File: src/pdm_pkg.sv
// Purpose: Shared constants and types of the power-down mode controller
// Assumes: One 125 MHz clock; registers reached over AXI4-Lite
// Notes:   Settle lengths are in oscillator states, one state per clock
`default_nettype none
package pdm_pkg;
	// ==========================================================
	// Register map
	localparam int          ADDR_W         = 4;
	localparam logic [3:0]  REG_SYSCTL     = 4'h0;
	localparam logic [3:0]  REG_STATUS     = 4'h4;
	localparam logic [7:0]  SYSCTL_RESET   = 8'h09;
	localparam int          BIT_SBSEL      = 7;
	localparam int          STS_LSB        = 4;
	localparam int          BIT_RSV        = 3;
	localparam int          BIT_EDGE_SEL   = 2;
	localparam int          BIT_MEM_EN     = 0;
	localparam int          STAT_BUSY      = 8;
	localparam int          STAT_MASK      = 9;
	localparam logic [1:0]  RESP_OKAY      = 2'h0;
	localparam logic [1:0]  RESP_SLVERR    = 2'h2;
	// ==========================================================
	// Settling waits in oscillator states
	localparam int          SETTLE_W       = 18;
	localparam logic [17:0] SETTLE_LEN_0   = 18'h0_2000;
	localparam logic [17:0] SETTLE_LEN_1   = 18'h0_4000;
	localparam logic [17:0] SETTLE_LEN_2   = 18'h0_8000;
	localparam logic [17:0] SETTLE_LEN_3   = 18'h1_0000;
	localparam logic [17:0] SETTLE_LEN_4   = 18'h2_0000;
	// ==========================================================
	// Synchronised pin vector layout
	localparam int          PIN_N          = 11;
	localparam int          PIN_INIT       = 0;
	localparam int          PIN_PWRDN      = 1;
	localparam int          PIN_NMI        = 2;
	localparam int          PIN_IRQ_LO     = 3;
	localparam int          PIN_IRQ_HI     = 6;
	// ==========================================================
	// Power states
	typedef enum logic [6:0] {
		ST_RUN    = 7'h01,
		ST_SLEEP  = 7'h02,
		ST_SWSTBY = 7'h04,
		ST_SETTLE = 7'h08,
		ST_RSTW   = 7'h10,
		ST_HWSTBY = 7'h20,
		ST_HWWAKE = 7'h40
	} pdm_state_t;
endpackage
`default_nettype wire

File: src/pdm_settle_timer.sv
// Purpose: Oscillator settling counter, loaded from the select field
// Assumes: Clear has priority over load
// Notes:   Done pulses exactly len cycles after the load cycle
`default_nettype none
module pdm_settle_timer #(
	parameter logic [17:0] P_LEN_0 = pdm_pkg::SETTLE_LEN_0,
	parameter logic [17:0] P_LEN_1 = pdm_pkg::SETTLE_LEN_1,
	parameter logic [17:0] P_LEN_2 = pdm_pkg::SETTLE_LEN_2,
	parameter logic [17:0] P_LEN_3 = pdm_pkg::SETTLE_LEN_3,
	parameter logic [17:0] P_LEN_4 = pdm_pkg::SETTLE_LEN_4
) (
	input  wire logic       i_clk,
	input  wire logic       i_rst_n,
	input  wire logic       i_load,
	input  wire logic       i_clear,
	input  wire logic [2:0] i_sel,
	output logic            o_busy,
	output logic            o_done
);
	import pdm_pkg::*;

	typedef struct packed {
		logic [SETTLE_W-1:0] cnt;
		logic                busy;
		logic                done;
	} pdm_tmr_t;

	pdm_tmr_t q;
	pdm_tmr_t d;

	// ==========================================================
	// Length lookup
	function automatic logic [SETTLE_W-1:0] sel_len(input logic [2:0] s);
		logic [SETTLE_W-1:0] r;
		r = P_LEN_4;
		if (!s[2]) begin
			case (s[1:0])
				2'h0:    r = P_LEN_0;
				2'h1:    r = P_LEN_1;
				2'h2:    r = P_LEN_2;
				default: r = P_LEN_3;
			endcase
		end
		return r;
	endfunction

	always_comb begin
		d      = q;
		d.done = 1'b0;
		if (i_clear) begin
			d.busy = 1'b0;
			d.cnt  = '0;
		end else if (i_load) begin
			// Load cycle counts as the first state, so the wait is exactly len
			d.cnt  = sel_len(i_sel) - 18'h0_0001;
			d.busy = d.cnt != '0;
			d.done = d.cnt == '0;
		end else if (q.busy) begin
			d.cnt = q.cnt - 18'h0_0001;
			if (q.cnt == 18'h0_0001) begin
				d.busy = 1'b0;
				d.done = 1'b1;
			end
		end
	end

	always_ff @(posedge i_clk or negedge i_rst_n) begin
		if (!i_rst_n) begin
			q <= '0;
		end else begin
			q <= d;
		end
	end

	assign o_busy = q.busy;
	assign o_done = q.done;

	// ==========================================================
	// Checks
	property p_len_top;
		@(posedge i_clk) disable iff (!i_rst_n)
		i_load && !i_clear && i_sel[2] |=> q.cnt == P_LEN_4 - 18'h0_0001 && o_busy;
	endproperty
	a_len_top: assert property (p_len_top) else $error("top code length wrong");

	property p_len_zero;
		@(posedge i_clk) disable iff (!i_rst_n)
		i_load && !i_clear && i_sel == 3'h0 |=> q.cnt == P_LEN_0 - 18'h0_0001;
	endproperty
	a_len_zero: assert property (p_len_zero) else $error("zero code length wrong");

	property p_done;
		@(posedge i_clk) disable iff (!i_rst_n)
		q.busy && q.cnt == 18'h0_0001 && !i_clear && !i_load |=> o_done && !o_busy;
	endproperty
	a_done: assert property (p_done) else $error("settle end missed");
endmodule
`default_nettype wire

File: src/pdm_ctrl.sv
// Purpose: Power-down mode controller: sleep, software and hardware standby
// Assumes: Pins are asynchronous; CPU strobes are on I_MCLK
// Notes:   Clock enables model gating; this block itself never stops
`default_nettype none
module pdm_ctrl #(
	parameter logic [17:0] P_SETTLE_0 = pdm_pkg::SETTLE_LEN_0,
	parameter logic [17:0] P_SETTLE_1 = pdm_pkg::SETTLE_LEN_1,
	parameter logic [17:0] P_SETTLE_2 = pdm_pkg::SETTLE_LEN_2,
	parameter logic [17:0] P_SETTLE_3 = pdm_pkg::SETTLE_LEN_3,
	parameter logic [17:0] P_SETTLE_4 = pdm_pkg::SETTLE_LEN_4
) (
	input  wire logic                       I_MCLK,
	input  wire logic                       I_RESETN,
	input  wire logic                       I_CHIP_INIT_PIN_N,
	input  wire logic                       I_POWERDOWN_PIN_N,
	input  wire logic                       I_NMI_PIN,
	input  wire logic [2:0]                 I_EXT_INT_LINES_LOW_N,
	input  wire logic [4:0]                 I_EXT_INT_LINES_HIGH_N,
	input  wire logic                       I_SLEEP_EXEC,
	input  wire logic                       I_INT_MASK,
	input  wire logic                       I_PERIPH_INT_REQ,
	input  wire logic                       I_AXI_AWVALID,
	output logic                            O_AXI_AWREADY,
	input  wire logic [pdm_pkg::ADDR_W-1:0] I_AXI_AWADDR,
	input  wire logic                       I_AXI_WVALID,
	output logic                            O_AXI_WREADY,
	input  wire logic [31:0]                I_AXI_WDATA,
	input  wire logic [3:0]                 I_AXI_WSTRB,
	output logic                            O_AXI_BVALID,
	input  wire logic                       I_AXI_BREADY,
	output logic [1:0]                      O_AXI_BRESP,
	input  wire logic                       I_AXI_ARVALID,
	output logic                            O_AXI_ARREADY,
	input  wire logic [pdm_pkg::ADDR_W-1:0] I_AXI_ARADDR,
	output logic                            O_AXI_RVALID,
	input  wire logic                       I_AXI_RREADY,
	output logic [31:0]                     O_AXI_RDATA,
	output logic [1:0]                      O_AXI_RRESP,
	output logic                            O_CPU_HALT,
	output logic                            O_CPU_RESET,
	output logic                            O_CPU_CLK_EN,
	output logic                            O_PERIPH_CLK_EN,
	output logic                            O_PERIPH_RESET,
	output logic                            O_OSC_RUN,
	output logic                            O_IO_HOLD,
	output logic                            O_IO_HIZ,
	output logic                            O_INT_WAKE,
	output logic                            O_RESET_SEQ,
	output logic                            O_NMI_EVENT,
	output logic                            O_ONCHIP_MEMORY_ENABLE,
	output logic [6:0]                      O_POWER_STATE
);
	import pdm_pkg::*;

	typedef struct packed {
		pdm_state_t        st;
		logic [PIN_N-1:0]  pin_s1;
		logic [PIN_N-1:0]  pin_s2;
		logic [PIN_N-1:0]  pin_p;
		logic              sb_sel;
		logic [2:0]        sts;
		logic              edge_sel;
		logic              mem_en;
		logic              mask;
		logic              int_wake;
		logic              rst_seq;
		logic              nmi_evt;
		logic              aw_ok;
		logic [ADDR_W-1:0] awaddr;
		logic              w_ok;
		logic [31:0]       wdata;
		logic              wstrb0;
		logic              bvalid;
		logic [1:0]        bresp;
		logic              rvalid;
		logic [31:0]       rdata;
		logic [1:0]        rresp;
	} pdm_regs_t;

	pdm_regs_t q;
	pdm_regs_t d;
	logic      rst_s1_q;
	logic      rst_n;
	logic      tmr_load;
	logic      tmr_clear;
	logic      tmr_busy;
	logic      tmr_done;
	logic      init_lo;
	logic      init_rise;
	logic      pwrdn_lo;
	logic      nmi_edge;
	logic      irq_lo_req;
	logic      irq_hi_req;
	logic      sleep_wake;
	logic      standby_wake;

	// ==========================================================
	// Reset release
	always_ff @(posedge I_MCLK or negedge I_RESETN) begin
		if (!I_RESETN) begin
			rst_s1_q <= 1'b0;
			rst_n    <= 1'b0;
		end else begin
			rst_s1_q <= 1'b1;
			rst_n    <= rst_s1_q;
		end
	end

	// ==========================================================
	// Settle counter
	pdm_settle_timer #(
		.P_LEN_0 (P_SETTLE_0),
		.P_LEN_1 (P_SETTLE_1),
		.P_LEN_2 (P_SETTLE_2),
		.P_LEN_3 (P_SETTLE_3),
		.P_LEN_4 (P_SETTLE_4)
	) u_timer (
		.i_clk   (I_MCLK),
		.i_rst_n (rst_n),
		.i_load  (tmr_load),
		.i_clear (tmr_clear),
		.i_sel   (q.sts),
		.o_busy  (tmr_busy),
		.o_done  (tmr_done)
	);

	// ==========================================================
	// Pin events from the second synchroniser stage; edges also compare it with its delayed copy pin_p
	assign init_lo   = !q.pin_s2[PIN_INIT];
	assign init_rise = q.pin_s2[PIN_INIT] && !q.pin_p[PIN_INIT];
	assign pwrdn_lo  = !q.pin_s2[PIN_PWRDN];
	assign nmi_edge = q.edge_sel ? (q.pin_s2[PIN_NMI] && !q.pin_p[PIN_NMI])
	                             : (!q.pin_s2[PIN_NMI] && q.pin_p[PIN_NMI]);
	assign irq_lo_req = !(&q.pin_s2[PIN_IRQ_LO +: 3]);
	assign irq_hi_req = !(&q.pin_s2[PIN_IRQ_HI +: 5]);
	// Peripheral request arrives already gated by its own enable bit
	assign sleep_wake = nmi_edge ||
	                    (!q.mask && (irq_lo_req || irq_hi_req || I_PERIPH_INT_REQ));
	// High lines cannot restart the oscillator, hence they are left out of the standby wake
	assign standby_wake = nmi_edge || irq_lo_req;
	assign tmr_load   = q.st == ST_SWSTBY && !pwrdn_lo && !init_lo && standby_wake;
	assign tmr_clear  = q.st != ST_SETTLE && !tmr_load;

	// ==========================================================
	// Next state
	always_comb begin
		d          = q;
		d.pin_s1   = {I_EXT_INT_LINES_HIGH_N, I_EXT_INT_LINES_LOW_N, I_NMI_PIN,
		              I_POWERDOWN_PIN_N, I_CHIP_INIT_PIN_N};
		d.pin_s2   = q.pin_s1;
		d.pin_p    = q.pin_s2;
		d.int_wake = 1'b0;
		d.rst_seq  = 1'b0;
		d.nmi_evt  = nmi_edge;

		// Register writes, either channel may come first
		if (I_AXI_AWVALID && O_AXI_AWREADY) begin
			d.aw_ok  = 1'b1;
			d.awaddr = I_AXI_AWADDR;
		end
		if (I_AXI_WVALID && O_AXI_WREADY) begin
			d.w_ok   = 1'b1;
			d.wdata  = I_AXI_WDATA;
			d.wstrb0 = I_AXI_WSTRB[0];
		end
		if (q.bvalid && I_AXI_BREADY) begin
			d.bvalid = 1'b0;
		end
		if (q.aw_ok && q.w_ok && !q.bvalid) begin
			d.aw_ok  = 1'b0;
			d.w_ok   = 1'b0;
			d.bvalid = 1'b1;
			d.bresp  = RESP_OKAY;
			if (q.awaddr == REG_SYSCTL) begin
				if (q.wstrb0) begin
					d.sb_sel   = q.wdata[BIT_SBSEL];
					d.sts      = q.wdata[STS_LSB +: 3];
					d.edge_sel = q.wdata[BIT_EDGE_SEL];
					d.mem_en   = q.wdata[BIT_MEM_EN];
				end
			end else if (q.awaddr != REG_STATUS) begin
				d.bresp = RESP_SLVERR;
			end
		end

		// Register reads
		if (q.rvalid && I_AXI_RREADY) begin
			d.rvalid = 1'b0;
		end
		if (I_AXI_ARVALID && O_AXI_ARREADY) begin
			d.rvalid = 1'b1;
			d.rresp  = RESP_OKAY;
			d.rdata  = '0;
			if (I_AXI_ARADDR == REG_SYSCTL) begin
				d.rdata[BIT_SBSEL]      = q.sb_sel;
				d.rdata[STS_LSB +: 3]   = q.sts;
				d.rdata[BIT_RSV]        = SYSCTL_RESET[BIT_RSV];
				d.rdata[BIT_EDGE_SEL]   = q.edge_sel;
				d.rdata[BIT_MEM_EN]     = q.mem_en;
			end else if (I_AXI_ARADDR == REG_STATUS) begin
				d.rdata[6:0]            = q.st;
				d.rdata[STAT_BUSY]      = tmr_busy;
				d.rdata[STAT_MASK]      = q.mask;
			end else begin
				d.rresp = RESP_SLVERR;
			end
		end

		// Power sequencing; standby pin beats reset pin beats the rest
		if (pwrdn_lo) begin
			d.st = ST_HWSTBY;
		end else begin
			case (q.st)
				ST_RUN: begin
					if (init_lo) begin
						d.st = ST_RSTW;
					end else if (I_SLEEP_EXEC) begin
						d.mask = I_INT_MASK;
						d.st   = q.sb_sel ? ST_SWSTBY : ST_SLEEP;
					end
				end
				ST_SLEEP: begin
					if (init_lo) begin
						d.st = ST_RSTW;
					end else if (sleep_wake) begin
						d.st       = ST_RUN;
						d.int_wake = 1'b1;
					end
				end
				ST_SWSTBY: begin
					if (init_lo) begin
						d.st = ST_RSTW;
					end else if (standby_wake) begin
						d.st = ST_SETTLE;
					end
				end
				ST_SETTLE: begin
					if (init_lo) begin
						d.st = ST_RSTW;
					end else if (tmr_done) begin
						d.st       = ST_RUN;
						d.int_wake = 1'b1;
					end
				end
				ST_RSTW: begin
					if (!init_lo) begin
						d.st      = ST_RUN;
						d.rst_seq = 1'b1;
						d.sb_sel  = 1'b0;
					end
				end
				ST_HWSTBY: begin
					d.st = ST_HWWAKE;
				end
				ST_HWWAKE: begin
					// A reset pin already high here never rises, so the chip waits
					if (init_rise) begin
						d.st      = ST_RUN;
						d.rst_seq = 1'b1;
						d.sb_sel  = 1'b0;
					end
				end
				default: begin
					d.st = ST_RUN;
				end
			endcase
		end
	end

	always_ff @(posedge I_MCLK or negedge rst_n) begin
		if (!rst_n) begin
			q        <= '0;
			q.st     <= ST_RUN;
			q.pin_s1 <= '1;
			q.pin_s2 <= '1;
			q.pin_p  <= '1;
			q.sb_sel   <= SYSCTL_RESET[BIT_SBSEL];
			q.sts      <= SYSCTL_RESET[STS_LSB +: 3];
			q.edge_sel <= SYSCTL_RESET[BIT_EDGE_SEL];
			q.mem_en   <= SYSCTL_RESET[BIT_MEM_EN];
		end else begin
			q <= d;
		end
	end

	// ==========================================================
	// Outputs, decoded from the registered state
	assign O_AXI_AWREADY = !q.aw_ok && !q.bvalid;
	assign O_AXI_WREADY  = !q.w_ok && !q.bvalid;
	assign O_AXI_BVALID  = q.bvalid;
	assign O_AXI_BRESP   = q.bresp;
	assign O_AXI_ARREADY = !q.rvalid;
	assign O_AXI_RVALID  = q.rvalid;
	assign O_AXI_RDATA   = q.rdata;
	assign O_AXI_RRESP   = q.rresp;

	assign O_CPU_HALT      = q.st != ST_RUN;
	assign O_CPU_RESET     = q.st == ST_RSTW || q.st == ST_HWSTBY || q.st == ST_HWWAKE;
	assign O_CPU_CLK_EN    = !(q.st == ST_SWSTBY || q.st == ST_SETTLE
	                           || q.st == ST_HWSTBY);
	assign O_PERIPH_CLK_EN = O_CPU_CLK_EN;
	assign O_PERIPH_RESET  = q.st == ST_SWSTBY || q.st == ST_SETTLE || O_CPU_RESET;
	assign O_OSC_RUN       = !(q.st == ST_SWSTBY || q.st == ST_HWSTBY);
	assign O_IO_HOLD       = q.st == ST_SWSTBY || q.st == ST_SETTLE;
	assign O_IO_HIZ        = q.st == ST_HWSTBY || q.st == ST_HWWAKE;
	assign O_INT_WAKE      = q.int_wake;
	assign O_RESET_SEQ     = q.rst_seq;
	assign O_NMI_EVENT     = q.nmi_evt;
	assign O_ONCHIP_MEMORY_ENABLE = q.mem_en;
	assign O_POWER_STATE   = q.st;

	// ==========================================================
	// Checks
	property p_hw_entry;
		@(posedge I_MCLK) disable iff (!rst_n)
		pwrdn_lo |=> q.st == ST_HWSTBY && O_IO_HIZ && O_CPU_HALT;
	endproperty
	a_hw_entry: assert property (p_hw_entry) else $error("standby pin ignored");

	property p_sleep_entry;
		@(posedge I_MCLK) disable iff (!rst_n)
		q.st == ST_RUN && I_SLEEP_EXEC && !pwrdn_lo && !init_lo
		|=> (q.st == ($past(q.sb_sel) ? ST_SWSTBY : ST_SLEEP)) && O_CPU_HALT;
	endproperty
	a_sleep_entry: assert property (p_sleep_entry) else $error("sleep entry wrong");

	property p_sleep_periph;
		@(posedge I_MCLK) disable iff (!rst_n)
		q.st == ST_SLEEP |-> O_PERIPH_CLK_EN && !O_PERIPH_RESET && O_CPU_HALT;
	endproperty
	a_sleep_periph: assert property (p_sleep_periph) else $error("sleep stops peripherals");

	property p_masked_sleep;
		@(posedge I_MCLK) disable iff (!rst_n)
		q.st == ST_SLEEP && q.mask && !nmi_edge && !pwrdn_lo && !init_lo |=> q.st == ST_SLEEP;
	endproperty
	a_masked_sleep: assert property (p_masked_sleep) else $error("masked wake");

	property p_sleep_wake;
		@(posedge I_MCLK) disable iff (!rst_n)
		q.st == ST_SLEEP && sleep_wake && !pwrdn_lo && !init_lo |=> O_INT_WAKE && !O_CPU_HALT;
	endproperty
	a_sleep_wake: assert property (p_sleep_wake) else $error("interrupt did not wake");

	property p_sleep_reset;
		@(posedge I_MCLK) disable iff (!rst_n)
		q.st == ST_SLEEP && init_lo && !pwrdn_lo |=> O_CPU_RESET;
	endproperty
	a_sleep_reset: assert property (p_sleep_reset) else $error("reset pin ignored");

	property p_settle_gate;
		@(posedge I_MCLK) disable iff (!rst_n)
		tmr_load |=> (!O_CPU_CLK_EN && O_OSC_RUN && O_IO_HOLD) [*2];
	endproperty
	a_settle_gate: assert property (p_settle_gate) else $error("clock leaked in settle");

	property p_settle_exit;
		@(posedge I_MCLK) disable iff (!rst_n)
		q.st == ST_SETTLE && tmr_done && !pwrdn_lo && !init_lo
		|=> O_INT_WAKE && q.sb_sel == $past(q.sb_sel) && O_CPU_CLK_EN;
	endproperty
	a_settle_exit: assert property (p_settle_exit) else $error("settle exit wrong");

	property p_reset_release;
		@(posedge I_MCLK) disable iff (!rst_n)
		q.st == ST_RSTW && !init_lo && !pwrdn_lo |=> O_RESET_SEQ && !q.sb_sel && !O_CPU_RESET;
	endproperty
	a_reset_release: assert property (p_reset_release) else $error("reset release wrong");

	property p_hw_exit;
		@(posedge I_MCLK) disable iff (!rst_n)
		q.st == ST_HWWAKE && !pwrdn_lo && !init_rise |=> O_CPU_RESET && O_OSC_RUN;
	endproperty
	a_hw_exit: assert property (p_hw_exit) else $error("left standby early");

	property p_nmi_edge;
		@(posedge I_MCLK) disable iff (!rst_n)
		q.pin_s2[PIN_NMI] && !q.pin_p[PIN_NMI] |=> O_NMI_EVENT == $past(q.edge_sel);
	endproperty
	a_nmi_edge: assert property (p_nmi_edge) else $error("NMI edge select wrong");
endmodule
`default_nettype wire

File: config.mk
export PLATFORM = sky130hd
export DESIGN_NAME = pdm_ctrl
export DESIGN_NICKNAME = d
export VERILOG_FILES = /design/src/pdm_pkg.sv /design/src/pdm_settle_timer.sv /design/src/pdm_ctrl.sv
export SDC_FILE = /design/constraint.sdc
export NUM_CORES = 1
export LEC_CHECK = 0
export BUFFER_PORTS_ARGS = -buffer_cell sky130_fd_sc_hd__buf_2
export CAP_MARGIN = 10
export CORE_ASPECT_RATIO = 1.5
export CORE_MARGIN = 2
export CORE_UTILIZATION = 50
export CTS_CLUSTER_SIZE = 8
export DETAILED_ROUTE_END_ITERATION = 12
export PLACE_DENSITY = 0.77
export SYNTH_ARGS = -nofsm -noshare
export SYNTH_HDL_FRONTEND = slang
export SYNTH_SLANG_ARGS = --single-unit
File: constraint.sdc
create_clock -name I_MCLK -period 4.8 [get_ports I_MCLK]
set_input_delay 0.24 -clock I_MCLK [delete_from_list [all_inputs] [get_ports I_MCLK]]
set_output_delay 0.24 -clock I_MCLK [all_outputs]
set_load 0.02 [all_outputs]
Word level (Yosys, flattened, before mapping) --
Cells that the tools add are included.
Storage, ports and cells: word-level logic and storage cells 163, register bits 119, output and inout port bits 60, input port bits 65
Operators by class: add/sub/neg operators 2, reductions and logical operators 56, equality and inequality tests 20, multiplexer cells 58
Operator list (count):
- two-way mux 7 bit | 12
- two-way mux 18 bit | 3
- one-hot mux 17 bit (3 select lines) | 1
- one-hot mux 7 bit (7 select lines) | 1
- two-way mux 20 bit | 2
- subtractor 18 x 1 -> 18 bit (second input constant) | 2
- two-way mux 35 bit | 1
- two-way mux 34 bit | 1
- two-way mux 19 bit | 1
- equality test 18 x 1 -> 1 bit (second input constant) | 1
- logical NOT 18 bit | 1
- two-way mux 1 bit | 18
- two-way mux 6 bit | 3
- nonzero test 18 bit | 1
- logical AND 1 bit | 17
- two-way mux 2 bit | 8
- logical NOT 1 bit | 13
- != test 4 bit (second input constant) | 3
- logical OR 1 bit | 11
- two-way mux 5 bit | 2
- logical NOT 4 bit | 2
- != test 4 x 3 -> 1 bit (second input constant) | 2
- nonzero test 2 bit | 4
- equality test 7 x 1 -> 1 bit (second input constant) | 1
- other kinds (20) | 25

Logic depth before layout (Yosys ltp) --
depth after elaboration 12, gate-level depth with buffers 7

Hierarchy --
From an unflattened synthesis, not the netlist that was laid out.
Second synthesis, totals: cells, all modules 402, area total of the unflattened synthesis 4391.7 um^2
By module, submodules not included:
- pdm_ctrl | cells each 281, area an instance 3208.1 um^2, seq. area each 1784.2 um^2, instances 1
- pdm_settle_timer | cells each 121, area an instance 1183.6 um^2, seq. area each 500.5 um^2, instances 1

Worst setup path after synthesis --
OpenSTA, ideal clock, no wires.
kind register to output, start point reg q, in the netlist O_POWER_STATE[0], end point out O_PERIPH_RESET, stages on the path, launching flop included 5, path buffers 1, data arrival time 1.700 ns, setup slack 2.860 ns, required time 4.560 ns, cells stage by stage dfstp_2 > buf_6 > or3_1 > nor3_1 > or2_2
On the way: word-level cells in the longest chain between the ends 4, elaborated cells on any way between the ends 9, classes of those cells eq/ne (5); reduce/logical (4)
RTL lines:
- from (decl) | RTL line pdm_ctrl.sv:80 | pdm_regs_t q;
- equality test 7 x 5 -> 1 bit / equality test 7 x 6 -> 1 bit (equally long branches) | RTL line pdm_ctrl.sv:298 | assign O_CPU_RESET = q.st == ST_RSTW || q.st == ST_HWSTBY || q.st == ST_HWWAKE;
- logical OR 1 bit | RTL line pdm_ctrl.sv:298
- logical OR 1 bit (*) | RTL line pdm_ctrl.sv:298
- net O_CPU_RESET | RTL line pdm_ctrl.sv:40 | output logic O_CPU_RESET,
- logical OR 1 bit (*) | RTL line pdm_ctrl.sv:302 | assign O_PERIPH_RESET = q.st == ST_SWSTBY || q.st == ST_SETTLE || O_CPU_RESET;
- to (decl) | RTL line pdm_ctrl.sv:43 | output logic O_PERIPH_RESET,
The timed path passes the listed nets; every way through them passes the cells marked *.

Worst setup path in the final report --
start point reg q, in the netlist O_POWER_STATE[2], end point reg u_timer.q[18] (netlist name)
On the way: word-level cells in the longest chain between the ends 7, elaborated cells on any way between the ends 10, classes of those cells eq/ne (2); mux (2); reduce/logical (6)
RTL lines:
- equality test 7 x 3 -> 1 bit | RTL line pdm_ctrl.sv:141 | assign tmr_load = q.st == ST_SWSTBY && !pwrdn_lo && !init_lo && standby_wake;
- logical AND 1 bit (3 in series) | RTL line pdm_ctrl.sv:141
- logical NOT 1 bit | RTL line pdm_ctrl.sv:142 | assign tmr_clear = q.st != ST_SETTLE && !tmr_load;
- logical AND 1 bit | RTL line pdm_ctrl.sv:142
- nonzero test 3 bit (no source line) / two-way mux 19 bit (equally long branches)
- to (signal assigned) | RTL line pdm_settle_timer.sv:69 | q <= '0;
- to (signal assigned) | RTL line pdm_settle_timer.sv:71 | q <= d;
- to (decl) | RTL line pdm_settle_timer.sv:28 | pdm_tmr_t q;
Parallel ways exist; a longest one is shown, timed or not. A chain may end at the register's enable or synchronous reset.

==> tab_implementation.tex <==
\begin{tabular}{lr}
\hline
Metric & Value \\
\hline
\multicolumn{2}{l}{\textbf{Routing}} \\
\quad Routed length on met2 & 4170 um \\
\quad Antenna Nets Post-Route & 0 \\
\quad Post-Route M1 WL & 3270 um \\
\quad Via-per-instance ratio & 5.15 \\
\quad First-pass iteration count of the detailed router & 4 \\
\quad Total vias in the final route & 2,864 \\
\quad DRC Markers & 0 \\
\quad Top layer used by detailed routing & met4 \\
\quad Final routed wirelength across all metal layers & 7950 um \\
\quad Count of routing violations after the opening detailed-route iteration & 196 \\
\quad Wire per inst & 14.3 um \\
\quad Met3 layer wire length in the routed design & 336 um \\
\multicolumn{2}{l}{\textbf{Die}} \\
\quad IO Pins & 125 \\
\quad Effective utilization at floorplan & 0.513 \\
\quad Core area & 8360 um2 \\
\quad Overall die area & 9350 um2 \\
\quad Overall die height & 117 um \\
\quad Die width & 79.6 um \\
\quad Num rows & 41 \\
\multicolumn{2}{l}{\textbf{Worst setup path}} \\
\quad Top fanout value on the critical path & 22 \\
\quad Category of the most critical setup path & flip-flop to flip-flop \\
\quad Startpoint class of the critical path & flip-flop \\
\quad Worst Path Arrival & 2650 ps \\
\quad Crit path required time & 5040 ps \\
\quad Kind of end point of the critical path & flip-flop \\
\multicolumn{2}{l}{\textbf{Timing}} \\
\quad Max-slew violation total from the final report & 0 \\
\quad Number of hold violations in the final report & 0 \\
\quad Max Clk Rate & 415 MHz \\
\quad Final-report setup violation count & 0 \\
\quad Share of the cycle needed by the critical path after routing & 0.502 \\
\quad Final total negative setup slack & 0 ps \\
\quad Worst Clk Skew & 7.39 ps \\
\quad Worst rel slew slack & 0.277 \\
\quad Clock period minus worst slack & 2410 ps \\
\quad Worst Tran Pin Value & 1080 ps \\
\quad Setup repair after global routing missed its margin & no \\
\multicolumn{2}{l}{\textbf{Pwr}} \\
\quad Power spent charging and discharging nets & 653 uW \\
\quad Internal Power & 1450 uW \\
\quad Leakage power figure & 0.00227 uW \\
\quad Peak VDD IR & 0.000252 V \\
\quad Combinational share of power & 0.201 \\
\quad Power density over the cells & 432 nW/um2 \\
\quad Clock network fraction of design power & 0.326 \\
\quad Sequential power share & 0.473 \\
\quad Sw frac & 0.311 \\
\multicolumn{2}{l}{\textbf{Clock network}} \\
\quad Worst skew pair latency & 350 ps \\
\quad Clock tree from TritonCTS & done \\
\quad Clock transition at the registers of the reported paths & 70 ps \\
\quad Post-cts repair resize count & 0 \\
\quad Number of buffers created by CTS & 9 \\
\quad TritonCTS Sinks & 90 \\
\quad Post-CTS setup buffer count & 0 \\
\quad \# hold bufs at CTS & 12 \\
\quad CTS H-tree lvls & 3 \\
\quad Root buffer selected by CTS & clkbuf\_16 \\
\quad Max clock buf depth & 2 \\
\multicolumn{2}{l}{\textbf{Place}} \\
\quad Port-buffer cells & 71 \\
\quad Routability congestion estimate & 0.879 \\
\quad HPWL reported at the end of detailed placement & 5510 um \\
\multicolumn{2}{l}{\textbf{Synthesis}} \\
\quad Post-synthesis instance total & 387 \\
\quad Cell area after synthesis & 4290 um2 \\
\quad Number of register bits inferred by synthesis & 90 \\
\quad Number of flops mapped to enable cells by yosys & 0 \\
\quad Syn Area/Cell & 11.1 um2 \\
\quad Ys Warns & 0 \\
\quad Sequential fraction of the synthesis area & 0.533 \\
\quad Predominant post-synthesis flop cell & dfrtp\_1 \\
\quad Async set-or-reset flop fraction in the synthesized netlist & 1.00 \\
\quad Count of different cell masters after synthesis & 63 \\
\multicolumn{2}{l}{\textbf{Global routing}} \\
\quad Antenna violations before repair & 0 \\
\quad Via count of the first global-routing pass & 2,861 \\
\quad Global-route wire length before repair & 13,300 um \\
\quad Total routing resource utilization after global routing & 0.180 \\
\quad Total global routing overflow & 0 \\
\quad Largest net degree at the start of global routing & 89 \\
\multicolumn{2}{l}{\textbf{Min path}} \\
\quad Worst hold path class & primary input to flip-flop \\
\multicolumn{2}{l}{\textbf{Final layout}} \\
\quad Fraction of layout instances using a drive strength above 1 & 0.327 \\
\quad Layout Area Growth over Synthesis & 13.2\% \\
\quad Finished Core Util & 0.580 \\
\quad Fin nets & 512 \\
\quad Antenna diode count & 0 \\
\multicolumn{2}{l}{\textbf{Flow run}} \\
\quad Max-cap check violation count & 0 \\
\multicolumn{2}{l}{\textbf{Status}} \\
\quad Run status & complete, no violations \\
\hline
\end{tabular}
-- through the flow --
step | instances | setup slack (ps) | instance area [um2] | hold slack [ps] | power [uW]
after detailed placement | 528 | 2440 | 4440 | 27.1 | 1430
after floorplan | 410 | 2150 | 4370 | -55.6 | 1320
final | 556 | 2390 | 4850 | 81.3 | 2100
after CTS | 556 | 2390 | 4850 | 74.9 | 2120
after global routing | 556 | 2280 | 4850 | 76.8 | 2210
after global placement | 528 | 2470 | 4440 | 24.8 | 1400
-- layout make-up --
cell class	count	area, um2
clock inverter	7	72.6
sequential	90	2290
multi-input combinational	249	1620
tap	107	134
timing repair buffer	83	475
inverter	11	41.3
fill	687	3510
clock buffer	9	225
-- metal layers --
metal / GRT usage / vias up
met2: 0.304 / 82
met3: 0.0308 / 14
met5: 0 / -
li1: - / 1394
met1: 0.224 / 1374
met4: 0.0797 / 0
-- power groups by stage --
| stage | clock [uW] | sequential (uW) | combinational (uW) |
|---|---|---|---|
| after floorplan | 0 | 979 | 345 |
| after global placement | 0 | 999 | 401 |
| after detailed placement | 0 | 1010 | 417 |
| after CTS | 697 | 995 | 426 |
| after global routing | 736 | 1010 | 464 |
| final | 683 | 994 | 422 |
-- synth_stat cells, types with 4 or more instances --
cell | instances | area (um2)
dfstp_2 | 26 | 683
xor2_1 | 9 | 78.8
nand3_1 | 5 | 25.0
nor2_1 | 24 | 90.1
dfrtp_1 | 64 | 1600
mux2i_1 | 9 | 90.1
inv_1 | 11 | 41.3
mux2_2 | 18 | 203
and3_1 | 6 | 37.5
nor3_1 | 10 | 50.1
buf_6 | 4 | 45.0
buf_4 | 44 | 330
o31ai_1 | 7 | 52.6
or3_1 | 8 | 50.1
nand2_1 | 29 | 109
o21ai_0 | 23 | 115
clkbuf_1 | 11 | 41.3
xnor2_1 | 9 | 78.8
nor4_1 | 4 | 25.0
-- flip-flops by register name (all words and copies together) (netlist names) --
| name | cells |
|---|---|
| O_RESET_SEQ | 1 |
| u_timer.o_done | 1 |
| O_INT_WAKE | 1 |
| rst_n | 1 |
| O_POWER_STATE | 7 |
| O_AXI_BVALID | 1 |
| u_timer.o_busy | 1 |
| O_AXI_RDATA | 10 |
| q | 21 |
| O_AXI_RVALID | 1 |
| O_AXI_BRESP | 1 |
| O_AXI_RRESP | 1 |
| O_NMI_EVENT | 1 |
| rst_s1_q | 1 |
| d | 22 |
| O_ONCHIP_MEMORY_ENABLE | 1 |
| u_timer.q | 18 |
-- logic make-up (layout without fill, tap and decap cells) --
kind of cell,Yosys count,count (layout),share of synthesized area
AND/OR/NAND/NOR,116,116,0.148
flip-flops,90,90,0.533
buffers and inverters,71,110,0.110
AO/OA/AOI/OAI,60,60,0.0931
multiplexers,27,27,0.0683
XOR/XNOR,18,18,0.0368
adder cells (fa/ha/maj),3,3,0.00876
other,2,25,0.00175
-- worst max-delay path: stages (launching register included) --
cell     delay, ps
dfrtp_1        540
nor4b_2        370
nand2_1        460
or2_2          490
a31o_1         230
a32o_1         210
-- layout by cell type (no fill, tap or decap), drive strengths merged, types with 4 or more instances in the layout --
cell type,instances
and3,6
buf,71
nand2,30
o31ai,8
dfrtp,64
o21ai,27
nor4,5
mux2,18
a21oi,4
nand3,5
mux2i,9
nor3,11
xnor2,9
conb,25
nor2,24
xor2,9
or3,9
inv,15
clkbuf,9
dlygate4sd3,12
dfstp,26
-- worst paths after layout --
kind	start	endpoint	slack [ps]	depth (start not counted)
worst max-delay path	O_POWER_STATE[2]	u_timer.q[18]	2390	5
max in group asynchronous	rst_n	O_POWER_STATE[5]	3580	0
worst max register to register	O_POWER_STATE[2]	u_timer.q[18]	2390	5
worst min-delay path	I_AXI_BREADY	O_AXI_BVALID	80	2
worst min register to register	d[100]	d[89]	360	0
min in group asynchronous	I_RESETN	rst_n	200	2
Note: power is estimated with default switching activity, not from simulation.
